## config.mk

```make
export PLATFORM = sky130hd
export DESIGN_NAME = viu_core
export DESIGN_NICKNAME = d
export VERILOG_FILES = /design/src/viu_pkg.sv /design/src/viu_core.sv
export VERILOG_INCLUDE_DIRS = /design/src
export SDC_FILE = /design/constraint.sdc
export NUM_CORES = 1
export LEC_CHECK = 0
export BUFFER_PORTS_ARGS = -buffer_cell sky130_fd_sc_hd__buf_2
export CAP_MARGIN = 15
export CORE_ASPECT_RATIO = 1.25
export CORE_UTILIZATION = 48
export CTS_CLUSTER_SIZE = 24
export DETAILED_ROUTE_END_ITERATION = 8
export HOLD_SLACK_MARGIN = 0.06
export PLACE_DENSITY = 0.82
export SLEW_MARGIN = 10
export SYNTH_ARGS = -nofsm -noshare
export SYNTH_HDL_FRONTEND = slang
export SYNTH_SLANG_ARGS = --single-unit
```

## constraint.sdc

```tcl
create_clock -name sys_clk -period 2.25 [get_ports sys_clk]
set_clock_uncertainty 0.05 [all_clocks]
set_input_delay 0.45 -clock sys_clk [delete_from_list [all_inputs] [get_ports sys_clk]]
set_output_delay 0.45 -clock sys_clk [all_outputs]
set_load 0.01 [all_outputs]
```

## src/viu_defs.svh

```systemverilog
// Purpose: Offsets, field positions, reset values and vectors of the
//          vectored priority interrupt unit.
// Assumes: Included by bare name from the core.
// Notes:   Definitions only.
`ifndef VIU_DEFS_SVH
`define VIU_DEFS_SVH

// ==========================================================
// Register addresses on the 8-bit I/O port
`define VIU_ADDR_MASK      8'hbb
`define VIU_ADDR_STATUS    8'hb0
`define VIU_ADDR_CLEAR     8'hb1
`define VIU_ADDR_ENABLE    8'hb2
`define VIU_ADDR_MODE      8'hb3

// ==========================================================
// Mask bit positions
`define VIU_MASK_RST_A     3
`define VIU_MASK_RST_B     2
`define VIU_MASK_RST_C     1
`define VIU_MASK_GENERAL   0

// ==========================================================
// Event status bit positions (status, clear, enable)
`define VIU_EVT_NMI        0
`define VIU_EVT_RST_A      1
`define VIU_EVT_RST_B      2
`define VIU_EVT_RST_C      3
`define VIU_EVT_GENERAL    4

// ==========================================================
// Restart addresses, reset values and highest legal mode
`define VIU_VEC_NMI        16'h0066
`define VIU_VEC_RST_A      16'h003c
`define VIU_VEC_RST_B      16'h0034
`define VIU_VEC_RST_C      16'h002c
`define VIU_RESET_MODE     2'h0
`define VIU_MODE_MAX       2'h2

`endif

```

## src/viu_pkg.sv

```systemverilog
// Purpose: Types shared by the interrupt unit and its bench.
// Assumes: Nothing beyond the defs header.
// Notes:   Source codes name which request was served.
`default_nettype none

package viu_pkg;

   // =======================================================
   // Served request source
   typedef enum logic [2:0]
   {
      SRC_NONE,
      SRC_NMI,
      SRC_RST_A,
      SRC_RST_B,
      SRC_RST_C,
      SRC_GENERAL
   } viu_src_e;

   // General request response mode, 0 to 2
   typedef logic [1:0] viu_mode_t;

endpackage

`default_nettype wire

```

## src/viu_core.sv

```systemverilog
// Purpose: Vectored priority interrupt unit of an 8-bit processor.
// Assumes: Requests and sequencer strobes are synchronous to sys_clk.
//          Sequencer strobes are one-cycle pulses.
// Notes:   One request served per instruction boundary.
//          NMI is edge latched; restarts and general are levels.
//          Any acceptance, NMI included, clears the master enable.
//          The mask is write-only; its address reads back zero.
//
// Behaviour
// NMI restarts execution at 0x66
// NMI ignores mask and master enable
// Restart inputs vector to 3C, 34, 2C
// Priority NMI, first, second, third, general
// General request has modes 0, 1, 2
// Reset selects general request mode 0
// Acknowledge driven on dedicated output
// I/O address BB reserved for mask
// Mask bits 3..0 enable restarts, general
// Maskable needs mask bit and master enable
// Mask register is write-only
// Resolve and accept one per boundary
`default_nettype none
`include "viu_defs.svh"

module viu_core
#(
   parameter int          ADDR_W        = 8,
   parameter logic [15:0] MODE1_VECTOR  = 16'h0038
)
(
   input  wire logic               sys_clk,
   input  wire logic               rst,
   // Request inputs, active high levels
   input  wire logic               nmiRequest,
   input  wire logic               restartRequestFirst,
   input  wire logic               restartRequestSecond,
   input  wire logic               restartRequestThird,
   input  wire logic               generalRequest,
   // Sequencer strobes, one-cycle pulses
   input  wire logic               instrBoundary,
   input  wire logic               enableInterruptsInstruction,
   input  wire logic               disableInterruptsInstruction,
   input  wire logic               modeLoad,
   input  wire viu_pkg::viu_mode_t modeValue,
   // I/O register port
   input  wire logic [ADDR_W-1:0]  regAddr,
   input  wire logic [7:0]         regWrData,
   input  wire logic               regWrStb,
   input  wire logic               regRdStb,
   output var  logic [7:0]         regRdData,
   // Sequencer answers
   output var  logic               takeInterrupt,
   output var  logic [15:0]        vectorAddr,
   output var  viu_pkg::viu_src_e  servedSource,
   output var  viu_pkg::viu_mode_t generalMode,
   output var  logic               requestAcknowledgeOut,
   output var  logic               irqOut
);
   import viu_pkg::*;

   // =======================================================
   // Elaboration check
   // The decode below compares against 8-bit I/O offsets, so
   // any other address width would alias or miss registers
   if (ADDR_W != 8)
   begin : g_addr_w_check
      $error("viu_core: I/O address must be 8 bits");
   end

   // =======================================================
   // Vector lookup for a served source
   function automatic logic [15:0] vecOf(input viu_src_e s,
                                         input viu_mode_t m);
      logic [15:0] v;
      v = 16'h0000;
      // Modes 0 and 2 return zero: the sequencer then takes the
      // instruction or table pointer from the bus itself
      unique case (s)
         SRC_NMI:     v = `VIU_VEC_NMI;
         SRC_RST_A:   v = `VIU_VEC_RST_A;
         SRC_RST_B:   v = `VIU_VEC_RST_B;
         SRC_RST_C:   v = `VIU_VEC_RST_C;
         SRC_GENERAL: v = (m == 2'h1) ? MODE1_VECTOR : 16'h0000;
         SRC_NONE:    v = 16'h0000;
      endcase
      return v;
   endfunction

   // =======================================================
   // State
   // Architectural state, cleared by rst
   logic [3:0]  maskReg;          // Per-input enables, write-only
   logic        masterEnable;     // Set by enable instruction
   viu_mode_t   modeReg;          // General request mode
   logic        nmiPrev;          // Last NMI level
   logic        nmiPending;       // Latched NMI edge
   logic [4:0]  statusReg;        // Sticky served events
   logic [4:0]  irqEnable;        // Event enables

   // Next values of the state and of the registered outputs
   logic [3:0]  next_maskReg;
   logic        next_masterEnable;
   viu_mode_t   next_modeReg;
   logic        next_nmiPrev;
   logic        next_nmiPending;
   logic [4:0]  next_statusReg;
   logic [4:0]  next_irqEnable;
   logic [7:0]  next_regRdData;
   logic        next_takeInterrupt;
   logic [15:0] next_vectorAddr;
   viu_src_e    next_servedSource;
   logic        next_requestAcknowledgeOut;
   logic        next_irqOut;

   // Decoded helpers
   viu_src_e    pick;             // Winner at this boundary
   logic [4:0]  evtVec;           // Event pulses of this cycle
   logic        wrHit;            // Any register write

   // =======================================================
   // Maskable request lanes
   // Lane order follows the mask layout: bit 3 is the first
   // restart input, bit 0 the general request. A lane is armed
   // only while its mask bit and the master enable are both set.
   logic [3:0]  rawReq;           // Maskable levels by mask bit
   logic [3:0]  armedReq;         // Levels allowed to compete

   assign rawReq = {restartRequestFirst, restartRequestSecond,
                    restartRequestThird, generalRequest};

   for (genvar lane = 0; lane < 4; lane++)
   begin : g_lane
      // One gate per lane, mask bit and enable together
      assign armedReq[lane] = masterEnable && rawReq[lane] &&
                              maskReg[lane];
   end

   // =======================================================
   // Next-state logic
   // Priority, master enable, NMI latch, register port and the
   // registered answers are all resolved here in one pass
   always_comb
   begin
      // Defaults hold state; nmiPrev samples the NMI input
      next_maskReg      = maskReg;
      next_masterEnable = masterEnable;
      next_modeReg      = modeReg;
      next_statusReg    = statusReg;
      next_irqEnable    = irqEnable;
      next_nmiPrev      = nmiRequest;
      next_nmiPending   = nmiPending;
      pick              = SRC_NONE;
      evtVec            = 5'h00;
      wrHit             = regWrStb;

      // Priority resolution, NMI first. A latched NMI edge beats
      // every maskable lane and ignores mask and master enable.
      if (nmiPending)
         pick = SRC_NMI;
      // Maskable lanes in fixed order: first, second, third,
      // general; mask and enable are already folded into lanes
      else if (armedReq[`VIU_MASK_RST_A])
         pick = SRC_RST_A;
      else if (armedReq[`VIU_MASK_RST_B])
         pick = SRC_RST_B;
      else if (armedReq[`VIU_MASK_RST_C])
         pick = SRC_RST_C;
      else if (armedReq[`VIU_MASK_GENERAL])
         pick = SRC_GENERAL;

      // Only an instruction boundary accepts
      // Requests seen between boundaries stay pending at their
      // source; only the winner of a boundary is consumed
      if (!instrBoundary)
         pick = SRC_NONE;

      // Master enable: acceptance clears, EI sets, DI clears
      // Acceptance wins over a same-cycle EI, so a handler always
      // starts with the maskable lanes locked out
      if (pick != SRC_NONE)
         next_masterEnable = 1'b0;
      else if (enableInterruptsInstruction)
         next_masterEnable = 1'b1;
      else if (disableInterruptsInstruction)
         next_masterEnable = 1'b0;

      // Mode load, illegal code 3 ignored
      // Dropping code 3 keeps the mode register always decodable
      if (modeLoad && modeValue <= `VIU_MODE_MAX)
         next_modeReg = modeValue;

      // Event pulses per source
      // One event bit per served source, feeding the sticky status
      unique case (pick)
         SRC_NMI:     evtVec[`VIU_EVT_NMI]     = 1'b1;
         SRC_RST_A:   evtVec[`VIU_EVT_RST_A]   = 1'b1;
         SRC_RST_B:   evtVec[`VIU_EVT_RST_B]   = 1'b1;
         SRC_RST_C:   evtVec[`VIU_EVT_RST_C]   = 1'b1;
         SRC_GENERAL: evtVec[`VIU_EVT_GENERAL] = 1'b1;
         SRC_NONE:    evtVec = 5'h00;
      endcase

      // NMI edge latch; a new edge wins over the serve clear
      // The latch keeps a short NMI pulse from being lost between
      // boundaries; a level held high is served only once
      if (pick == SRC_NMI)
         next_nmiPending = 1'b0;
      if (nmiRequest && !nmiPrev)
         next_nmiPending = 1'b1;

      // Register writes
      // Unmapped offsets fall through and change nothing; they
      // belong to peripherals outside the unit
      if (wrHit)
      begin
         unique case (regAddr)
            `VIU_ADDR_MASK:
               next_maskReg = regWrData[3:0];
            `VIU_ADDR_CLEAR:
               next_statusReg = statusReg & ~regWrData[4:0];
            `VIU_ADDR_ENABLE:
               next_irqEnable = regWrData[4:0];
            default:
               next_maskReg = maskReg;                 // Read-only or not ours
         endcase
      end

      // Sticky set wins over a same-cycle clear
      // so that an event is never lost to a late clear write
      next_statusReg = next_statusReg | evtVec;

      // Read data stands one cycle after the strobe only
      // The mask offset has no read branch and returns zero
      next_regRdData = 8'h00;
      if (regRdStb)
      begin
         unique case (regAddr)
            `VIU_ADDR_STATUS:
               next_regRdData = {3'h0, statusReg};
            `VIU_ADDR_ENABLE:
               next_regRdData = {3'h0, irqEnable};
            `VIU_ADDR_MODE:
               next_regRdData = {5'h00, masterEnable, modeReg};
            default:
               next_regRdData = 8'h00;
         endcase
      end

      // Sequencer answers
      // All but irqOut and generalMode stand for the cycle after the boundary only; the
      // acknowledge rises for the general request alone
      next_takeInterrupt         = (pick != SRC_NONE);
      next_servedSource          = pick;
      next_vectorAddr            = vecOf(pick, modeReg);
      next_requestAcknowledgeOut = (pick == SRC_GENERAL);
      next_irqOut = |(next_statusReg & next_irqEnable);
   end

   // =======================================================
   // Registers
   // Every output is a flop so the sequencer sees clean levels;
   // reset leaves all outputs idle and selects mode 0, and the
   // reset branch loads constants only
   always_ff @(posedge sys_clk or posedge rst)
   begin
      if (rst)
      begin
         maskReg               <= 4'h0;
         masterEnable          <= 1'b0;
         modeReg               <= `VIU_RESET_MODE;
         nmiPrev               <= 1'b0;
         nmiPending            <= 1'b0;
         statusReg             <= 5'h00;
         irqEnable             <= 5'h00;
         regRdData             <= 8'h00;
         takeInterrupt         <= 1'b0;
         vectorAddr            <= 16'h0000;
         servedSource          <= SRC_NONE;
         generalMode           <= `VIU_RESET_MODE;
         requestAcknowledgeOut <= 1'b0;
         irqOut                <= 1'b0;
      end
      else
      begin
         maskReg               <= next_maskReg;
         masterEnable          <= next_masterEnable;
         modeReg               <= next_modeReg;
         nmiPrev               <= next_nmiPrev;
         nmiPending            <= next_nmiPending;
         statusReg             <= next_statusReg;
         irqEnable             <= next_irqEnable;
         regRdData             <= next_regRdData;
         takeInterrupt         <= next_takeInterrupt;
         vectorAddr            <= next_vectorAddr;
         servedSource          <= next_servedSource;
         generalMode           <= next_modeReg;
         requestAcknowledgeOut <= next_requestAcknowledgeOut;
         irqOut                <= next_irqOut;
      end
   end

endmodule

`default_nettype wire

```

Word-level counts from Yosys, hierarchy flattened. Index checks and enable logic that the tools add are counted.

Bitwise operators: 4. Eq/ne operators: 11. Mux-type cells: 24. Reduce and logical (&&, ||, !) cells: 17. Order comparisons: 1.

Operators by type and width (count): $pmux W16 S6 (1); $eq A8 B8 Y1 const B (5); $mux W5 (5); $mux W3 (6); $pmux W5 S3 (1); $and A5 B5 Y5 (2); $logic_and A1 B1 Y1 (10); $mux W1 (10); $eq A3 B2 Y1 const B (2); $eq A3 B3 Y1 const B (2); $mux W6 (1); $reduce_bool A3 Y1 (2); $not A5 Y5 (1); $or A5 B5 Y5 (1); $reduce_or A5 Y1 (1); $eq A3 B1 Y1 const B (1); $logic_not A3 Y1 (1); $eq A2 B1 Y1 const B (1); $le A2 B2 Y1 const B (1); $reduce_and A2 Y1 (1); $reduce_bool A2 Y1 (1); $logic_not A1 Y1 (1).

Register bits after elaboration: 49. Logic and storage cells: 70. Input bits: 31. Output and inout bits: 32.

Depth between registers and ports, before layout.
Word-level depth: 13. Gate-level depth with buffers: 7. Gate-level depth less buffers: 5.

Worst setup path after synthesis. OpenSTA, ideal clock, no wires.

Kind: input port to flip-flop. Start: input regAddr[1]. End: register irqOut. Library setup time: 0.139 ns. Data arrival time: 2.049 ns. Cell stages on the path: 7. Path slack: 0.012 ns. Cells stage by stage: buf_6 > and4b_1 > and4_4 > buf_6 > mux2_4 > a22o_1 > or4_1.

Elaborated cells on any way between the ends: 9. Those cells by class: 2 x eq/ne; 4 x mux; 2 x bitwise; 1 x reduce/logical.

RTL lines: from (decl) (line viu_core.sv:46) `input wire logic [ADDR_W-1:0] regAddr,`; $eq A8 B8 Y1 (line viu_core.sv:216) `unique case (regAddr)`; $mux W5 (line viu_core.sv:216); $mux W5 (line viu_core.sv:214) `if (wrHit)`; named net next_irqEnable[1] (line viu_core.sv:107) `logic [4:0] next_irqEnable;`; $and A5 B5 Y5 (line viu_core.sv:256) `next_irqOut = |(next_statusReg & next_irqEnable);`; $reduce_or A5 Y1 (line viu_core.sv:256); named net next_irqOut (line viu_core.sv:113) `logic next_irqOut;`; to (signal assigned) (line viu_core.sv:298) `irqOut <= next_irqOut;`; to (decl) (line viu_core.sv:57) `output var logic irqOut`.

The timed path passes the listed nets, and every way through them passes these cells. A chain may end at the register's enable or synchronous reset.

Final worst setup path.
Start: input regAddr[6]. End: register irqOut.

The elaborated chain is that of the path after synthesis.

==> flow_summary_export.csv <==
group,metric,value,unit
worst_setup_path,crit_path_max_fanout,5,
worst_setup_path,crit_slowest_cell,"or4_1",
routing,antenna_left,0,
global_routing,grt_pass1_vias,1215,
global_routing,groute.usage.overall,0.212,
routing,vias,1242,
floorplan,start_util,0.505,
sta,fin_crit_sh,0.915,
power_and_ir_drop,total_switching_power,0.000329,W
power_and_ir_drop,power.density,754,nW/um^2
logic_synthesis,synthTopCellsByCount,"dfrtp_1 (35), nor2_1 (17), buf_4 (14)",
logic_synthesis,syn_area,1630,sq um
logic_synthesis,yosys.area_share.simple,0.165,
logic_synthesis,synth.distinct_cells,34,
cts,ctsResizeCount,0,
logic_synthesis,postSynth.asyncResetShare,1.00,
power_and_ir_drop,power_report.internal_total,0.00117,W
cts,ctsLongestPathBuffers,2,
logic_synthesis,share_of_the_yosys_chip_area_belonging_to_registers,0.538,
cts,cts-htree-levels,2,
logic_synthesis,synthesis.area_per_instance,10.8,sq um
floorplan,ioPinCount,63,
worst_setup_path,timing.setup.critical_path_class,"input pin to register",
power_and_ir_drop,p_comb_frac,0.101,
sta,post-route-min-period,2060,ps
floorplan,fp.dieArea,3630,sq um
run,max-cap-violations,0,
power_and_ir_drop,share_seq_of_total_power,0.455,
layout,postLayoutCellArea,1990,sq um
logic_synthesis,synth.yosys.warnings,0,
worst_setup_path,cp.arrival,2160,ps
layout,layout.filler_cells,278,
layout,post_route_cells_drive_above_1_share,0.351,
global_routing,global_route_wire_length_before_repair,5.21,mm
worst_setup_path,max_stage_delay,520,ps
floorplan,num_rows,23,
cts,clkTransAtPathRegs,70,ps
cts,clock_tree.root_cell,"clkbuf_8",
logic_synthesis,yosys.area.top_type_share,0.538,
layout,sequential_cell_area,876,sq um
logic_synthesis,yosys-top-cells-area,"dfrtp_1 (54%), buf_4 (6.5%), mux2_2 (6.2%)",
global_routing,number_of_antenna_violations_at_the_first_check_in_global_routing,0,
worst_setup_path,critical_path.startpoint_type,"input pin",
worst_setup_path,timing.critical_path.cells,"buf_2 > and4b_1 > and4_4 > mux2_4 > a22o_1 > or4_1",
logic_synthesis,synthMostInstantiatedCell,"dfrtp_1",
place,gp_congestion,0.788,
logic_synthesis,yosys_register_bits,35,
cts,clock_tree_from_tritoncts,"built",
layout,num_antenna_cells,0,
place,placedCellCount,234,
logic_synthesis,compound_gate_portion_of_the_synthesized_area,0.100,
floorplan,die_x,54.1,um
routing,dr.pass1.iters,4,
logic_synthesis,dominant_combinational_cell_family_by_area_after_synthesis,"simple AND/OR/NAND/NOR gates",
power_and_ir_drop,clock_power_share,0.444,
sta,grt_setup_unrepaired,"no",
global_routing,grt_start_max_net_pins,36,
cts,cts_inserted_buffers,5,
cts,clkLatencyLatePin,290,ps
sta,slew_violations,0,
logic_synthesis,ys_dominant_reg_cell,"dfrtp_1",
routing,viasPerCell,5.13,
logic_synthesis,yosys-mux-area-fraction,0.0931,
floorplan,floorplan.core_area,3220,sq um
routing,drtIter0Drc,23,
logic_synthesis,yosys.area.top_type,"dfrtp_1",
worst_setup_path,cp-end-kind,"register",
place,detailedPlacementHpwl,2.48,mm
worst_setup_path,required,2350,ps
logic_synthesis,gate_count_post_synth,150,
cts,cts_hold_repair.buffers,0,
floorplan,floorplan.die.height,67.1,um
sta,setup_slack,190,ps
outcome,result_of_the_run,"finished clean",
layout,area_growth_syn_to_layout,22.4,%
routing,wl_per_cell,13.4,um
worst_setup_path,critical_path_buffers_and_inverters,1,
power_and_ir_drop,vdd_drop_max,0.624,mV
cts,clock_sink_count,35,
sta,finalSetupViolCount,0,
cts,number_of_buffers_added_for_setup_after_cts,0,
global_routing,final_global_route_overflow_total,0,
sta,timing.final.hold_violations,0,
power_and_ir_drop,total_power,0.00150,W
layout,stdcell_count,242,
layout,multi_input_area,631,sq um
logic_synthesis,adder_cell_share_of_the_synthesized_area,0,
place,placement.io_buffers,46,
layout,finalNetCount,235,
routing,wirelength,3.25,mm
power_and_ir_drop,switching_share,0.220,
sta,timing.hold.ws,193,ps
worst_setup_path,timing.critical_path.max_delay_family,"simple AND/OR/NAND/NOR gates",
worst_hold_path,worstHoldPathType,"input pin to asynchronous set/reset pin",
place,post_dp_cell_area,1860,sq um
sta,maxClockFrequency,486,MHz
logic_synthesis,synth-edff-count,0,
place,dp_worst_setup_slack,-96.7,ps
power_and_ir_drop,power.static_leakage,1.07,nW
routing,drc_violations,0,
logic_synthesis,post_synth_xor_area_fraction,0,
-- state kept, by name, indices dropped and copies added (netlist names) --
signal,count
irqEnable,5
irqOut,1
maskReg,4
masterEnable,1
modeReg,2
nmiPending,1
nmiPrev,1
regRdData,5
requestAcknowledgeOut,1
servedSource,3
statusReg,5
takeInterrupt,1
vectorAddr,5
-- logic make-up after synthesis --
group	Yosys count
buf+inv	26
other cells	1
compound gates	24
flops	35
simple gates	51
mux	13
-- layer usage --
layer	routed length (um)	share of wire	vias up	track usage
met5	0	0	-	0
met4	82	0.025	0	0.144
met3	84	0.026	8	0.0411
met2	1800	0.55	31	0.343
met1	1280	0.39	606	0.247
li1	-	-	597	-
-- tightest hold or removal path: stages --
cell,delay [ps]
buf_2,90
inv_1,40
buf_4,380
-- cell type report --
type                       count  share of cell area
multi-input combinational    101               0.317
timing repair buffer          51               0.135
clock inverter                 2              0.0302
inverter                      10              0.0189
sequential                    35               0.440
tap                           37              0.0233
clock buffer                   6              0.0365
-- path summary, 6_finish.rpt --
check | from | to | slack, ps | cells past startpoint
setup / recovery | regAddr[6] | irqOut$_DFF_PP0_ | 190 | 6
max in group asynchronous | rst | maskReg[0]$_DFFE_PP0P_ | 1640 | 3
hold / removal | rst | masterEnable$_DFFE_PP0P_ | 190 | 3
min in group sys_clk | nmiRequest | nmiPrev$_DFF_PP0_ | 240 | 1
hold reg to reg | statusReg[1]$_DFF_PP0_ | statusReg[1]$_DFF_PP0_ | 470 | 1
setup reg to reg | masterEnable$_DFFE_PP0P_ | irqOut$_DFF_PP0_ | 290 | 5
-- per-stage QoR --
stage / utilization / TNS (ps)
detailed placement: 0.576 / -96.7
CTS: 0.618 / 0
global placement: 0.576 / -61.3
floorplan: - / 0
finish: 0.618 / 0
global route: 0.618 / 0
-- placed cells by master (no fill, tap or decap), drive strengths merged, types with 2 or more instances in the layout --
cell,instances
o21ai,8
and4b,2
nand2,12
inv,10
bufinv,2
nand3b,2
conb,13
mux2,11
mux2i,2
clkbuf,6
dfrtp,35
buf,51
a22o,2
nor2,17
a21boi,3
nor2b,3
a22oi,4
and2,3
nand4,2
nand3,3
-- power groups by stage --
stage | clock network (W) | logic (W) | registers (W)
5_1_grt | 0.000710 | 0.000171 | 0.000685
4_1_cts | 0.000681 | 0.000153 | 0.000682
2_1_floorplan | 0 | 0.000100 | 0.000695
3_5_place_dp | 0 | 0.000152 | 0.000694
3_3_place_gp | 0 | 0.000148 | 0.000693
6_report | 0.000666 | 0.000152 | 0.000683
Power figures use the tool's default switching activity.
